**config.mk**
```make
export PLATFORM = sky130hd
export DESIGN_NAME = channel_clock_divider_pair
export DESIGN_NICKNAME = d
export VERILOG_FILES = /design/src/verilog/clkdiv_pkg.sv /design/src/verilog/subdiv_if.sv /design/src/verilog/channel_clock_divider_pair.sv /design/src/verilog/subdiv.sv
export SDC_FILE = /design/constraint.sdc
export NUM_CORES = 1
export LEC_CHECK = 0
export ABC_CLOCK_PERIOD_IN_PS = 3100
export BUFFER_PORTS_ARGS = -buffer_cell sky130_fd_sc_hd__buf_2
export CAP_MARGIN = 20
export CORE_ASPECT_RATIO = 1.2
export CORE_MARGIN = 5
export CORE_UTILIZATION = 50
export CTS_BUF_LIST = sky130_fd_sc_hd__clkbuf_8
export DETAILED_ROUTE_END_ITERATION = 16
export GPL_ROUTABILITY_DRIVEN = 0
export PLACE_DENSITY = 0.65
export SLEW_MARGIN = 5
export SYNTH_ARGS = -nofsm -noshare
export SYNTH_HDL_FRONTEND = slang
export SYNTH_SLANG_ARGS = --single-unit
```
**constraint.sdc**
```tcl
create_clock -name clk_i -period 3.1 [get_ports clk_i]
set_clock_uncertainty 0.15 [all_clocks]
set_input_delay 0.31 -clock clk_i [delete_from_list [all_inputs] [get_ports clk_i]]
set_output_delay 0.31 -clock clk_i [all_outputs]
set_load 0.05 [all_outputs]
```
**src/verilog/clkdiv_pkg.sv**
```systemverilog
// Package: register map, field layout and encodings of the channel divider pair
//
// Notes on behaviour
// The second sub-divider stays low for its low-count field plus one input cycles.
// The second sub-divider stays high for its high-count field plus one input cycles.
// The first sub-divider counts low and high time the same way from its own two fields.
// Setting the second bypass bit stops that divider and passes its input straight through.
// Setting the first bypass bit stops that divider and passes its input straight through.
// With the sync-ignore bit clear the dividers obey the alignment signal, set they ignore it.
// The force-level bit sets the static channel level, and acts only while sync-ignore is set.
// The second sub-divider starts low when its start bit is zero and high when it is one.
// The first sub-divider starts low when its start bit is zero and high when it is one.
// Duty-cycle correction is applied while the correction-disable bit is zero.
// Setting the correction-disable bit turns duty-cycle correction off.
// Prescaler codes 000 to 100 divide by 2, 3, 4, 5 and 6, with divide by 4 at reset.
// Prescaler codes 101 and 110 stop the prescaler and hold its output static.
// Software picks a static prescaler code only after oscillator calibration is done.
// The prescaler feeds the first sub-divider, which feeds the second in cascade.
package clkdiv_pkg;

    localparam int ADDR_W = 10;
    localparam int DATA_W = 8;

    // Register offsets
    localparam logic [ADDR_W-1:0] ADDR_SUB2_COUNTS = 10'h1a0;
    localparam logic [ADDR_W-1:0] ADDR_CTRL        = 10'h1a1;
    localparam logic [ADDR_W-1:0] ADDR_DUTY        = 10'h1a2;
    localparam logic [ADDR_W-1:0] ADDR_STATUS      = 10'h1a3;
    localparam logic [ADDR_W-1:0] ADDR_SUB1_COUNTS = 10'h1a4;
    localparam logic [ADDR_W-1:0] ADDR_PERIOD_LO   = 10'h1a5;
    localparam logic [ADDR_W-1:0] ADDR_PERIOD_HI   = 10'h1a6;
    localparam logic [ADDR_W-1:0] ADDR_PRESCALE    = 10'h1e0;

    // Field positions
    localparam int LOW_MSB      = 7;
    localparam int LOW_LSB      = 4;
    localparam int HIGH_MSB     = 3;
    localparam int HIGH_LSB     = 0;
    localparam int BIT_BYPASS2  = 5;
    localparam int BIT_BYPASS1  = 4;
    localparam int BIT_NOSYNC   = 3;
    localparam int BIT_FORCE    = 2;
    localparam int BIT_START2   = 1;
    localparam int BIT_START1   = 0;
    localparam int BIT_DUTY_OFF = 0;
    localparam int PRE_MSB      = 2;
    localparam int ST_CHAN      = 0;
    localparam int ST_SYNC      = 1;
    localparam int ST_PRE_STAT  = 2;
    localparam int ST_DUTY_ON   = 3;
    localparam int ST_SUB1      = 4;
    localparam int ST_PRE       = 5;

    // Reset values
    localparam logic [DATA_W-1:0] RST_COUNTS   = 8'h00;
    localparam logic [DATA_W-1:0] RST_CTRL     = 8'h00;
    localparam logic [DATA_W-1:0] RST_DUTY     = 8'h00;
    localparam logic [DATA_W-1:0] RST_PRESCALE = 8'h02;
    localparam logic [DATA_W-1:0] READ_ZERO    = 8'h00;

    // Prescaler ratio codes
    localparam logic [2:0] PRE_DIV2    = 3'h0;
    localparam logic [2:0] PRE_DIV6    = 3'h4;
    localparam logic [2:0] PRE_STATIC0 = 3'h5;
    localparam logic [2:0] PRE_STATIC1 = 3'h6;
    localparam logic [3:0] PRE_BASE    = 4'h2;

    typedef enum logic [1:0] {
        PH_LOW  = 2'b01,
        PH_HIGH = 2'b10
    } phase_t;

endpackage

```
**src/verilog/subdiv_if.sv**
```systemverilog
// Interface: one sub-divider stage, parent side and divider side
`timescale 1ns/10ps
interface subdiv_if;
    logic       in_tick;
    logic       in_level;
    logic [3:0] low_cnt;
    logic [3:0] high_cnt;
    logic       bypass;
    logic       start_high;
    logic       hold;
    logic       out_tick;
    logic       out_level;

    modport parent (output in_tick, in_level, low_cnt, high_cnt, bypass, start_high, hold,
                    input  out_tick, out_level);
    modport div    (input  in_tick, in_level, low_cnt, high_cnt, bypass, start_high, hold,
                    output out_tick, out_level);
endinterface

```
**src/verilog/channel_clock_divider_pair.sv**
```systemverilog
// Module: prescaler, cascaded channel sub-dividers, alignment, forcing and duty fix
`timescale 1ns/10ps
module channel_clock_divider_pair #(
    parameter int PERIOD_W = 14
) (
    // Clock and reset
    input  wire logic                           clk_i,
    input  wire logic                           rst_i,
    // Register port
    input  wire logic [clkdiv_pkg::ADDR_W-1:0]  addr_i,
    input  wire logic [clkdiv_pkg::DATA_W-1:0]  wdata_i,
    input  wire logic                           wr_i,
    input  wire logic                           rd_i,
    output logic      [clkdiv_pkg::DATA_W-1:0]  rdata_o,
    // Chip-level alignment pin
    input  wire logic                           sync_i,
    // Clock levels
    output logic                                pre_clk_o,
    output logic                                sub1_clk_o,
    output logic                                chan_clk_o
);

    // Software registers
    logic [clkdiv_pkg::DATA_W-1:0] sub2_counts;
    logic [clkdiv_pkg::DATA_W-1:0] sub1_counts;
    logic [clkdiv_pkg::DATA_W-1:0] ctrl;
    logic [clkdiv_pkg::DATA_W-1:0] duty;
    logic [clkdiv_pkg::DATA_W-1:0] prescale;

    // Decoded controls
    logic       bypass1;
    logic       bypass2;
    logic       nosync;
    logic       force_high;
    logic       start1;
    logic       start2;
    logic       duty_fix_disable;
    logic [2:0] pre_code;
    logic       pre_static;
    logic [3:0] pre_ratio;

    // Alignment synchroniser
    logic sync_meta;
    logic sync_q;
    logic sync_active;

    // Prescaler
    logic [3:0] pre_cnt;
    logic       pre_tick;
    logic       pre_level;

    // Duty correction
    logic [PERIOD_W-1:0] per_cnt;
    logic [PERIOD_W-1:0] period;
    logic                period_valid;
    logic [PERIOD_W-1:0] half_period;
    logic                duty_level;
    logic                duty_on;

    // Read path
    logic [clkdiv_pkg::DATA_W-1:0] next_rdata;
    logic [clkdiv_pkg::DATA_W-1:0] status;

    subdiv_if stage1 ();
    subdiv_if stage2 ();

    assign bypass1          = ctrl[clkdiv_pkg::BIT_BYPASS1];
    assign bypass2          = ctrl[clkdiv_pkg::BIT_BYPASS2];
    assign nosync           = ctrl[clkdiv_pkg::BIT_NOSYNC];
    assign force_high       = ctrl[clkdiv_pkg::BIT_FORCE];
    assign start1           = ctrl[clkdiv_pkg::BIT_START1];
    assign start2           = ctrl[clkdiv_pkg::BIT_START2];
    assign duty_fix_disable = duty[clkdiv_pkg::BIT_DUTY_OFF];
    assign pre_code         = prescale[clkdiv_pkg::PRE_MSB:0];

    //------------------------------------------------------------------
    // Register writes, one process per register
    //------------------------------------------------------------------

    always_ff @(posedge clk_i or posedge rst_i) begin
        if (rst_i) begin
            sub2_counts <= clkdiv_pkg::RST_COUNTS;
        end else if (wr_i && addr_i == clkdiv_pkg::ADDR_SUB2_COUNTS) begin
            sub2_counts <= wdata_i;
        end
    end

    always_ff @(posedge clk_i or posedge rst_i) begin
        if (rst_i) begin
            sub1_counts <= clkdiv_pkg::RST_COUNTS;
        end else if (wr_i && addr_i == clkdiv_pkg::ADDR_SUB1_COUNTS) begin
            sub1_counts <= wdata_i;
        end
    end

    // Bits above the six control bits read back as zero
    always_ff @(posedge clk_i or posedge rst_i) begin
        if (rst_i) begin
            ctrl <= clkdiv_pkg::RST_CTRL;
        end else if (wr_i && addr_i == clkdiv_pkg::ADDR_CTRL) begin
            ctrl <= {2'h0, wdata_i[clkdiv_pkg::BIT_BYPASS2:0]};
        end
    end

    always_ff @(posedge clk_i or posedge rst_i) begin
        if (rst_i) begin
            duty <= clkdiv_pkg::RST_DUTY;
        end else if (wr_i && addr_i == clkdiv_pkg::ADDR_DUTY) begin
            duty <= {7'h00, wdata_i[clkdiv_pkg::BIT_DUTY_OFF]};
        end
    end

    // No interlock against calibration state; software orders that itself
    always_ff @(posedge clk_i or posedge rst_i) begin
        if (rst_i) begin
            prescale <= clkdiv_pkg::RST_PRESCALE;
        end else if (wr_i && addr_i == clkdiv_pkg::ADDR_PRESCALE) begin
            prescale <= {5'h00, wdata_i[clkdiv_pkg::PRE_MSB:0]};
        end
    end

    //------------------------------------------------------------------
    // Alignment signal: pin passes two flops before use
    //------------------------------------------------------------------

    always_ff @(posedge clk_i or posedge rst_i) begin
        if (rst_i) begin
            sync_meta <= 1'b0;
            sync_q    <= 1'b0;
        end else begin
            sync_meta <= sync_i;
            sync_q    <= sync_meta;
        end
    end

    // Held dividers restart from their start polarity on release
    assign sync_active = sync_q && !nosync;

    //------------------------------------------------------------------
    // Prescaler
    //------------------------------------------------------------------

    // Codes above the divide-by-6 code all hold the output static
    assign pre_static = (pre_code > clkdiv_pkg::PRE_DIV6);
    assign pre_ratio  = {1'b0, pre_code} + clkdiv_pkg::PRE_BASE;
    assign pre_tick   = !pre_static && (pre_cnt == pre_ratio - 4'h1);

    always_ff @(posedge clk_i or posedge rst_i) begin
        if (rst_i) begin
            pre_cnt <= 4'h0;
        end else if (pre_static || pre_tick || pre_cnt >= pre_ratio) begin
            pre_cnt <= 4'h0;
        end else begin
            pre_cnt <= pre_cnt + 4'h1;
        end
    end

    // High for the first half of each period, the longer half on odd ratios
    always_ff @(posedge clk_i or posedge rst_i) begin
        if (rst_i) begin
            pre_level <= 1'b0;
        end else if (pre_static) begin
            pre_level <= 1'b0;
        end else begin
            pre_level <= (pre_tick || ({pre_cnt, 1'b0} < {1'b0, pre_ratio} - 5'h2));
        end
    end

    assign pre_clk_o = pre_level;

    //------------------------------------------------------------------
    // Cascade: prescaler -> first sub-divider -> second sub-divider
    //------------------------------------------------------------------

    assign stage1.in_tick    = pre_tick;
    assign stage1.in_level   = pre_level;
    assign stage1.low_cnt    = sub1_counts[clkdiv_pkg::LOW_MSB:clkdiv_pkg::LOW_LSB];
    assign stage1.high_cnt   = sub1_counts[clkdiv_pkg::HIGH_MSB:clkdiv_pkg::HIGH_LSB];
    assign stage1.bypass     = bypass1;
    assign stage1.start_high = start1;
    assign stage1.hold       = sync_active;

    assign stage2.in_tick    = stage1.out_tick;
    assign stage2.in_level   = stage1.out_level;
    assign stage2.low_cnt    = sub2_counts[clkdiv_pkg::LOW_MSB:clkdiv_pkg::LOW_LSB];
    assign stage2.high_cnt   = sub2_counts[clkdiv_pkg::HIGH_MSB:clkdiv_pkg::HIGH_LSB];
    assign stage2.bypass     = bypass2;
    assign stage2.start_high = start2;
    assign stage2.hold       = sync_active;

    subdiv u_sub1 (
        .clk_i (clk_i),
        .rst_i (rst_i),
        .s     (stage1.div)
    );

    subdiv u_sub2 (
        .clk_i (clk_i),
        .rst_i (rst_i),
        .s     (stage2.div)
    );

    assign sub1_clk_o = stage1.out_level;

    //------------------------------------------------------------------
    // Duty-cycle correction
    // Measures the cascade period in clk cycles between rising edges and
    // regenerates a half-high waveform. Costs one full period of settling
    // after any ratio change or alignment release.
    //------------------------------------------------------------------

    assign duty_on     = !duty_fix_disable && period_valid;
    assign half_period = (period + {{(PERIOD_W-1){1'b0}}, 1'b1}) >> 1;

    always_ff @(posedge clk_i or posedge rst_i) begin
        if (rst_i) begin
            per_cnt <= '0;
        end else if (sync_active || stage2.out_tick) begin
            per_cnt <= '0;
        end else if (per_cnt != '1) begin
            per_cnt <= per_cnt + {{(PERIOD_W-1){1'b0}}, 1'b1};
        end
    end

    // Period of zero or one cannot be corrected, so it is never marked valid
    always_ff @(posedge clk_i or posedge rst_i) begin
        if (rst_i) begin
            period       <= '0;
            period_valid <= 1'b0;
        end else if (sync_active || pre_static) begin
            period       <= '0;
            period_valid <= 1'b0;
        end else if (stage2.out_tick) begin
            period       <= per_cnt + {{(PERIOD_W-1){1'b0}}, 1'b1};
            period_valid <= (per_cnt != '0) && (per_cnt != '1);
        end
    end

    always_ff @(posedge clk_i or posedge rst_i) begin
        if (rst_i) begin
            duty_level <= 1'b0;
        end else if (stage2.out_tick) begin
            duty_level <= 1'b1;
        end else begin
            duty_level <= (per_cnt + {{(PERIOD_W-1){1'b0}}, 1'b1}) < half_period;
        end
    end

    //------------------------------------------------------------------
    // Channel output
    //------------------------------------------------------------------

    always_ff @(posedge clk_i or posedge rst_i) begin
        if (rst_i) begin
            chan_clk_o <= 1'b0;
        end else if (nosync) begin
            chan_clk_o <= force_high;
        end else if (sync_active) begin
            chan_clk_o <= start2;
        end else if (duty_on) begin
            chan_clk_o <= duty_level;
        end else begin
            chan_clk_o <= stage2.out_level;
        end
    end

    //------------------------------------------------------------------
    // Read path: data stand one cycle after the read strobe
    //------------------------------------------------------------------

    always_comb begin
        status                          = clkdiv_pkg::READ_ZERO;
        status[clkdiv_pkg::ST_CHAN]     = chan_clk_o;
        status[clkdiv_pkg::ST_SYNC]     = sync_active;
        status[clkdiv_pkg::ST_PRE_STAT] = pre_static;
        status[clkdiv_pkg::ST_DUTY_ON]  = duty_on;
        status[clkdiv_pkg::ST_SUB1]     = stage1.out_level;
        status[clkdiv_pkg::ST_PRE]      = pre_level;
    end

    always_comb begin
        next_rdata = clkdiv_pkg::READ_ZERO;
        unique case (addr_i)
            clkdiv_pkg::ADDR_SUB2_COUNTS: next_rdata = sub2_counts;
            clkdiv_pkg::ADDR_CTRL:        next_rdata = ctrl;
            clkdiv_pkg::ADDR_DUTY:        next_rdata = duty;
            clkdiv_pkg::ADDR_STATUS:      next_rdata = status;
            clkdiv_pkg::ADDR_SUB1_COUNTS: next_rdata = sub1_counts;
            clkdiv_pkg::ADDR_PERIOD_LO:   next_rdata = period[7:0];
            clkdiv_pkg::ADDR_PERIOD_HI:   next_rdata = 8'(period[PERIOD_W-1:8]);
            clkdiv_pkg::ADDR_PRESCALE:    next_rdata = prescale;
            default:                      next_rdata = clkdiv_pkg::READ_ZERO;
        endcase
    end

    // Holds zero outside the answer cycle
    always_ff @(posedge clk_i or posedge rst_i) begin
        if (rst_i) begin
            rdata_o <= clkdiv_pkg::READ_ZERO;
        end else if (rd_i) begin
            rdata_o <= next_rdata;
        end else begin
            rdata_o <= clkdiv_pkg::READ_ZERO;
        end
    end

endmodule // channel_clock_divider_pair

```
**src/verilog/subdiv.sv**
```systemverilog
// Module: one sub-divider with low/high counts, start polarity and bypass
`timescale 1ns/10ps
module subdiv (
    // Clock and reset
    input  wire logic clk_i,
    input  wire logic rst_i,
    // Stage link
    subdiv_if.div     s
);

    clkdiv_pkg::phase_t phase;
    logic [3:0]         cnt;
    logic               level;
    logic               last_cycle;
    logic [3:0]         limit;

    assign limit      = (phase == clkdiv_pkg::PH_HIGH) ? s.high_cnt : s.low_cnt;
    assign last_cycle = s.in_tick && (cnt == limit);

    // Phase and cycle count; bypass keeps the counter parked (powered down)
    always_ff @(posedge clk_i or posedge rst_i) begin
        if (rst_i) begin
            phase <= clkdiv_pkg::PH_LOW;
            cnt   <= 4'h0;
        end else if (s.hold || s.bypass) begin
            phase <= s.start_high ? clkdiv_pkg::PH_HIGH : clkdiv_pkg::PH_LOW;
            cnt   <= 4'h0;
        end else if (last_cycle) begin
            cnt <= 4'h0;
            unique case (phase)
                clkdiv_pkg::PH_LOW:  phase <= clkdiv_pkg::PH_HIGH;
                clkdiv_pkg::PH_HIGH: phase <= clkdiv_pkg::PH_LOW;
                default:             phase <= clkdiv_pkg::PH_LOW;
            endcase
        end else if (s.in_tick) begin
            cnt <= cnt + 4'h1;
        end
    end

    always_ff @(posedge clk_i or posedge rst_i) begin
        if (rst_i) begin
            level <= 1'b0;
        end else begin
            level <= (phase == clkdiv_pkg::PH_HIGH);
        end
    end

    // Rising edge of this stage is one input cycle of the next
    assign s.out_tick  = s.bypass ? s.in_tick : (last_cycle && phase == clkdiv_pkg::PH_LOW);
    assign s.out_level = s.bypass ? s.in_level : level;

endmodule // subdiv

```
# Yosys cells after proc, flatten, opt, wreduce, memory -nomap -nowiden
# Index checks and enable logic that the tools add are counted.
[word_totals]
reg_bits = 86
input_bits = 23
output_inout_bits = 11
elab_cells = 113
[op_classes]
add_sub_neg = 8
magnitude_cmp = 4
eq_ne = 16
mux = 34
reduce_logical = 30
[op_table]
columns = ["op", "n"]
rows = [
  ["$eq A10 B9 Y1 const B", 8],
  ["$pmux W8 S8", 1],
  ["$mux W14", 4],
  ["$mux W4", 9],
  ["$add A14 B1 Y14 const B", 2],
  ["$mux W2", 8],
  ["$lt A14 B13 Y1", 1],
  ["$ne A14 B14 Y1 const B", 1],
  ["$reduce_bool A14 Y1", 1],
  ["$logic_and A1 B1 Y1", 13],
  ["$add A4 B1 Y4 const B", 3],
  ["$eq A4 B4 Y1", 3],
  ["$mux W1", 11],
  ["$mux W8", 1],
  ["$reduce_bool A2 Y1", 4],
  ["$logic_or A1 B1 Y1", 7],
  ["$reduce_bool A3 Y1", 2],
  ["$lt A5 B5 Y1", 1],
  ["$sub A4 B2 Y5 const B", 1],
  ["$add A3 B2 Y4 const B", 1],
  ["$eq A2 B1 Y1 const B", 2],
  ["$eq A2 B2 Y1 const B", 2],
  ["$ge A4 B4 Y1", 1],
  ["$sub A4 B1 Y4 const B", 1],
  ["other kinds (2)", 4],
]

# Depth between registers and ports, before layout
[depth]
depth_word = 12
ltp_mapped = 10
ltp_nobuf = 10

# Modules after synthesis
# From an unflattened synthesis, not the netlist that was laid out.
[unflattened]
hier_cells = 527
area_unflattened_um2 = 5298.8
[by_module_without_submodules]
columns = ["module", "n_inst", "cells_each", "area_each_um2", "seq_area_each_um2"]
rows = [
  ["channel_clock_divider_pair", 1, 397, 4115.2, 1803.0],
  ["subdiv", 2, 65, 591.8, 176.4],
]

# Worst setup path before layout
# OpenSTA, ideal clock, no wires.
[synth_path]
path_type = "register -> register"
start = "reg per_cnt[2]"
end = "reg duty_level"
setup_time_ns = 0.095
t_arrival_ns = 2.397
required_ns = 2.855
setup_slack_ns = 0.458
stages_incl_launch_ff = 11
path_buffers = 1
period_less_slack_ns = 2.642
path_cell_list = "dfrtp_1 > clkbuf_1 > nand4_1 > or4_1 > nand2_1 > ha_1 > a21o_1 > a21o_1 > a221oi_1 > o21ai_0 > o31ai_1"
[synth_via]
elab_chain_cells = 3
[synth_rtl]
columns = ["item", "line_no", "source"]
rows = [
  ["from (decl)", "channel_clock_divider_pair.sv:53", "logic [PERIOD_W-1:0] per_cnt;"],
  ["from (signal assigned)", "channel_clock_divider_pair.sv:221", "per_cnt <= per_cnt + {{(PERIOD_W-1){1'b0}}, 1'b1};"],
  ["$add A14 B1 Y14", "channel_clock_divider_pair.sv:245", "duty_level <= (per_cnt + {{(PERIOD_W-1){1'b0}}, 1'b1}) < half_period;"],
  ["$lt A14 B13 Y1", "channel_clock_divider_pair.sv:245", ""],
  ["$mux W1", "channel_clock_divider_pair.sv:242", "end else if (stage2.out_tick) begin"],
  ["to (signal assigned)", "channel_clock_divider_pair.sv:245", ""],
  ["to (decl)", "channel_clock_divider_pair.sv:57", "logic duty_level;"],
]
# No other way between the ends.
# A chain may end at the register's enable or synchronous reset.

# Worst setup path in the final report
[layout_path]
start = "reg prescale[1] (netlist name)"
end = "reg period[3]"
[layout_via]
elab_chain_cells = 11
elab_cells_between_ends = 15
cone_classes = "add/sub: 2; order compare: 1; eq/ne: 1; mux: 3; reduce/logical: 8"
[layout_rtl]
columns = ["item", "line_no", "source"]
rows = [
  ["from (decl)", "channel_clock_divider_pair.sv:28", "logic [clkdiv_pkg::DATA_W-1:0] prescale;"],
  ["from (signal assigned)", "channel_clock_divider_pair.sv:116", "prescale <= clkdiv_pkg::RST_PRESCALE;"],
  ["from (signal assigned)", "channel_clock_divider_pair.sv:118", "prescale <= {5'h00, wdata_i[clkdiv_pkg::PRE_MSB:0]};"],
  ["$add A3 B2 Y4", "channel_clock_divider_pair.sv:145", "assign pre_ratio = {1'b0, pre_code} + clkdiv_pkg::PRE_BASE;"],
  ["$sub A4 B1 Y4", "channel_clock_divider_pair.sv:146", "assign pre_tick = !pre_static && (pre_cnt == pre_ratio - 4'h1);"],
  ["$eq A4 B4 Y1", "channel_clock_divider_pair.sv:146", ""],
  ["$logic_and A1 B1 Y1", "channel_clock_divider_pair.sv:146", ""],
  ["$logic_and A1 B1 Y1", "subdiv.sv:18", "assign last_cycle = s.in_tick && (cnt == limit);"],
  ["$logic_and A1 B1 Y1", "subdiv.sv:49", "assign s.out_tick = s.bypass ? s.in_tick : (last_cycle && phase == clkdiv_pkg::PH_LOW);"],
  ["$mux W1", "subdiv.sv:49", ""],
  ["$logic_and A1 B1 Y1", "subdiv.sv:18", ""],
  ["$logic_and A1 B1 Y1", "subdiv.sv:49", ""],
  ["$mux W1", "subdiv.sv:49", ""],
  ["$reduce_bool A2 Y1 (no line)", "-", ""],
  ["to (signal assigned)", "channel_clock_divider_pair.sv:234", "period <= per_cnt + {{(PERIOD_W-1){1'b0}}, 1'b1};"],
  ["to (decl)", "channel_clock_divider_pair.sv:54", "logic [PERIOD_W-1:0] period;"],
]
# Several ways; a longest one is shown, not always the timed one.

==> flow_summary.ini <==
[status]
status = complete, no violations

[global_routing]
grt_first_pass_wirelength_mm = 21.75
grt_antenna_before_repair = 0
track_usage = 0.2146
grt_overflow = 0
grt_max_degree = 54
grt_pass1_vias = 4196

[layout]
finalNetCount = 602
area.growth.synth_to_final_pct = 10.49
final_common_cell = dfrtp_1
n_antenna_cell = 0
drive_gt1_frac = 0.2032
final_cell_mix = dfrtp_1 (82), mux2_2 (37), nand2_1 (36)

[synth]
synth_edf_count = 0
yosysUniqueCellTypes = 60
synth_fa_ha_area_frac = 0.06678
syn-num-nets = 568
synth_seq_cells = 86
muxShareOfSynthArea = 0.1080
synth-simple-area-share = 0.1753
synth_seq_area_share = 0.4109
syn_avg_cell_area_sq_um = 10.15
synth_area_sq_um = 5246
synth_top_family_by_area = simple AND/OR/NAND/NOR gates
synth-compound-area-share = 0.1369
synthesis.instances = 517
synth_xor_area_frac = 0.06797
ys_warn_count = 0
synth_ff_type = dfrtp_1
async_flop_share = 1.000

[critical_path]
cp_top_family = simple AND/OR/NAND/NOR gates
slowest_delay_ns = 0.62
ff2ff_path_depth = 6
startpoint_type = register
r2r_end = period[3]
cp_num_buf_inv = 0
crit_path_end_kind = register
path_cells = ha_1, xor3_1, nor4_4, and3_2, nand3_4, o31ai_1
cp.arrival_ns = 2.99
cp-startpoint = prescale[1]
r2r_setup_slack_ns = 0.23
r2r-start = prescale[1]
worst-path-max-fanout = 16
cp.required_ns = 3.22
path_class = register to register
cp_slowest_cell = dfstp_2

[pwr]
p_per_area_nw_per_um2 = 538.3
swShare = 0.3499
p_int_mw = 2.028
leakage_nw = 2.809
vdd_drop_max_v = 0.0002369
p_comb_frac = 0.283
switching_power_mw = 1.092
p_clk_frac = 0.283
seq_power_share = 0.434

[clocking]
cts-root-buf = clkbuf_8
cts.clk_slew.worst_paths_ns = 0.09
cts_buffers = 9
cts.path.max_buffers = 2
insertion_delay_ns = 0.37
postCtsSetupBuffers = 0
clkSinkCount = 86
h-tree-depth = 3
cts_tree = built

[sta]
final_hold_viol_count = 0
relSlewSlack = 0.3459
max_freq_mhz = 348.1
worst_pin_slew_ns = 0.9812
setup_tns_ns = 0
rsz0062_at_grt = false
fin_crit_sh = 0.9266
finalSetupViolCount = 0
timing.final.crit_period_ns = 2.872
drv_slew = 0
hold_slack_ns = 0.03825

[die]
fp.dieArea_sq_um = 12650
rows = 41
ioPinCount = 34
core-area_sq_um = 10410
floorplan.initialDensity = 0.5038
die_h_um = 122.2
die_w_um = 103.5

[detailed_routing]
wl_met3_um = 597
dr_total_vias = 4166
wl_met1_mm = 5.644
drc = 0
ant_nets = 0
wl_mm = 13.11
route.met2.wl_mm = 6.391
firstDrtPassIters = 10
via_per_inst = 6.082
dr.first_iter.drc_count = 190
routed.top_layer = met4
wl_per_cell_um = 19.13

[min_path]
min_to = sub2_counts[6]
hold_path_depth = 2
worstHoldStart = wdata_i[6]
hold_class = primary input to register

[place]
dp_hpwl_mm = 9.967
portBuffers = 33

[run]
drv_cap = 0
## synth_stat cells, types with 3 or more instances
cell type / count / area share
nand3_1: 27 / 0.026
or4_1: 4 / 0.0057
a31oi_1: 10 / 0.012
clkbuf_1: 13 / 0.0093
o211a_1: 3 / 0.0057
o311ai_0: 5 / 0.0083
mux2i_1: 15 / 0.029
dfrtp_1: 83 / 0.40
nand2_1: 36 / 0.026
a21o_1: 6 / 0.0086
inv_1: 23 / 0.016
nand2b_1: 6 / 0.0072
xor2_1: 26 / 0.043
nor2b_1: 7 / 0.0083
and4_1: 4 / 0.0067
nor2_1: 31 / 0.022
ha_1: 28 / 0.067
o211ai_1: 4 / 0.0057
a211oi_1: 5 / 0.0072
a22oi_1: 6 / 0.0086
mux2_2: 37 / 0.079
or3_1: 5 / 0.0060
nor4_1: 8 / 0.0095
o21ai_0: 16 / 0.015
xnor2_1: 12 / 0.020
nand4b_1: 3 / 0.0050
a31o_2: 5 / 0.0083
a21oi_1: 19 / 0.018
dfstp_2: 3 / 0.015
nand4_1: 7 / 0.0083
nor3_1: 5 / 0.0048
and3_1: 7 / 0.0083
o31ai_1: 10 / 0.014
## logic make-up (layout without fill, tap and decap cells)
logic type,Yosys count,in the layout
AOI/OAI and AO/OA,102,102
xor gates and xnor gates,39,39
adders and majority gates,28,28
buffers and inverters,43,82
DFF,86,86
muxes,52,52
and+or+nand+nor,167,167
## worst max path at each step
stage,to,cells after the start
detailed placement,period[3],6
global placement,period[6],6
finish,period[3],6
floorplan,chan_clk_o,1
global route,duty_level,9
CTS,period[3],6
## registers in the layout (all words and copies together) (netlist names), 3 cells and up
name / cells
sub1_counts: 8
per_cnt: 14
u_sub1.cnt: 4
u_sub2.cnt: 4
sub2_counts: 8
ctrl: 6
period: 14
prescale: 3
rdata_o: 8
pre_cnt: 4
## area by class of cell
| class | count | area [sq um] |
|---|---|---|
| multi-input combinational | 388 | 2912 |
| timing repair buffer | 43 | 257.7 |
| tap | 129 | 161.4 |
| sequential | 86 | 2157 |
| clock inverter | 7 | 97.59 |
| inverter | 23 | 87.58 |
| clock buffer | 9 | 123.9 |
| fill | 905 | 4617 |
## metrics by stage
stage | instances | util | setup slack, ns | power, mW | cell area [sq um]
detailed placement | 667 | 0.5333 | 0.2280 | 2.253 | 5554
global route | 685 | 0.5567 | 0.02340 | 3.307 | 5797
CTS | 685 | 0.5565 | 0.2130 | 3.149 | 5796
global placement | 667 | 0.5333 | 0.2688 | 2.234 | 5554
finish | 685 | 0.5567 | 0.2276 | 3.120 | 5797
floorplan | 517 | - | 0.4231 | 2.037 | 5246
## routing by layer
layer,global-route usage,vias up
met4,0.1009,0
li1,-,1964
met1,0.2665,2024
met3,0.03893,35
met2,0.3636,143
met5,0,-
## power groups by stage
stage / combinational, mW / sequential, mW / clock, mW
floorplan: 0.687 / 1.35 / 0
global placement: 0.867 / 1.37 / 0
detailed placement: 0.882 / 1.37 / 0
CTS: 0.889 / 1.35 / 0.912
global route: 0.981 / 1.36 / 0.963
finish: 0.884 / 1.35 / 0.883
## repair_timing
action	4_1_cts	5_1_grt
gates resized for setup	0	1
hold endpoints to repair	32	0
endpoints found under the setup margin	0	1
hold buffers	2	0
No activity file was read; power rests on OpenSTA's default activity.
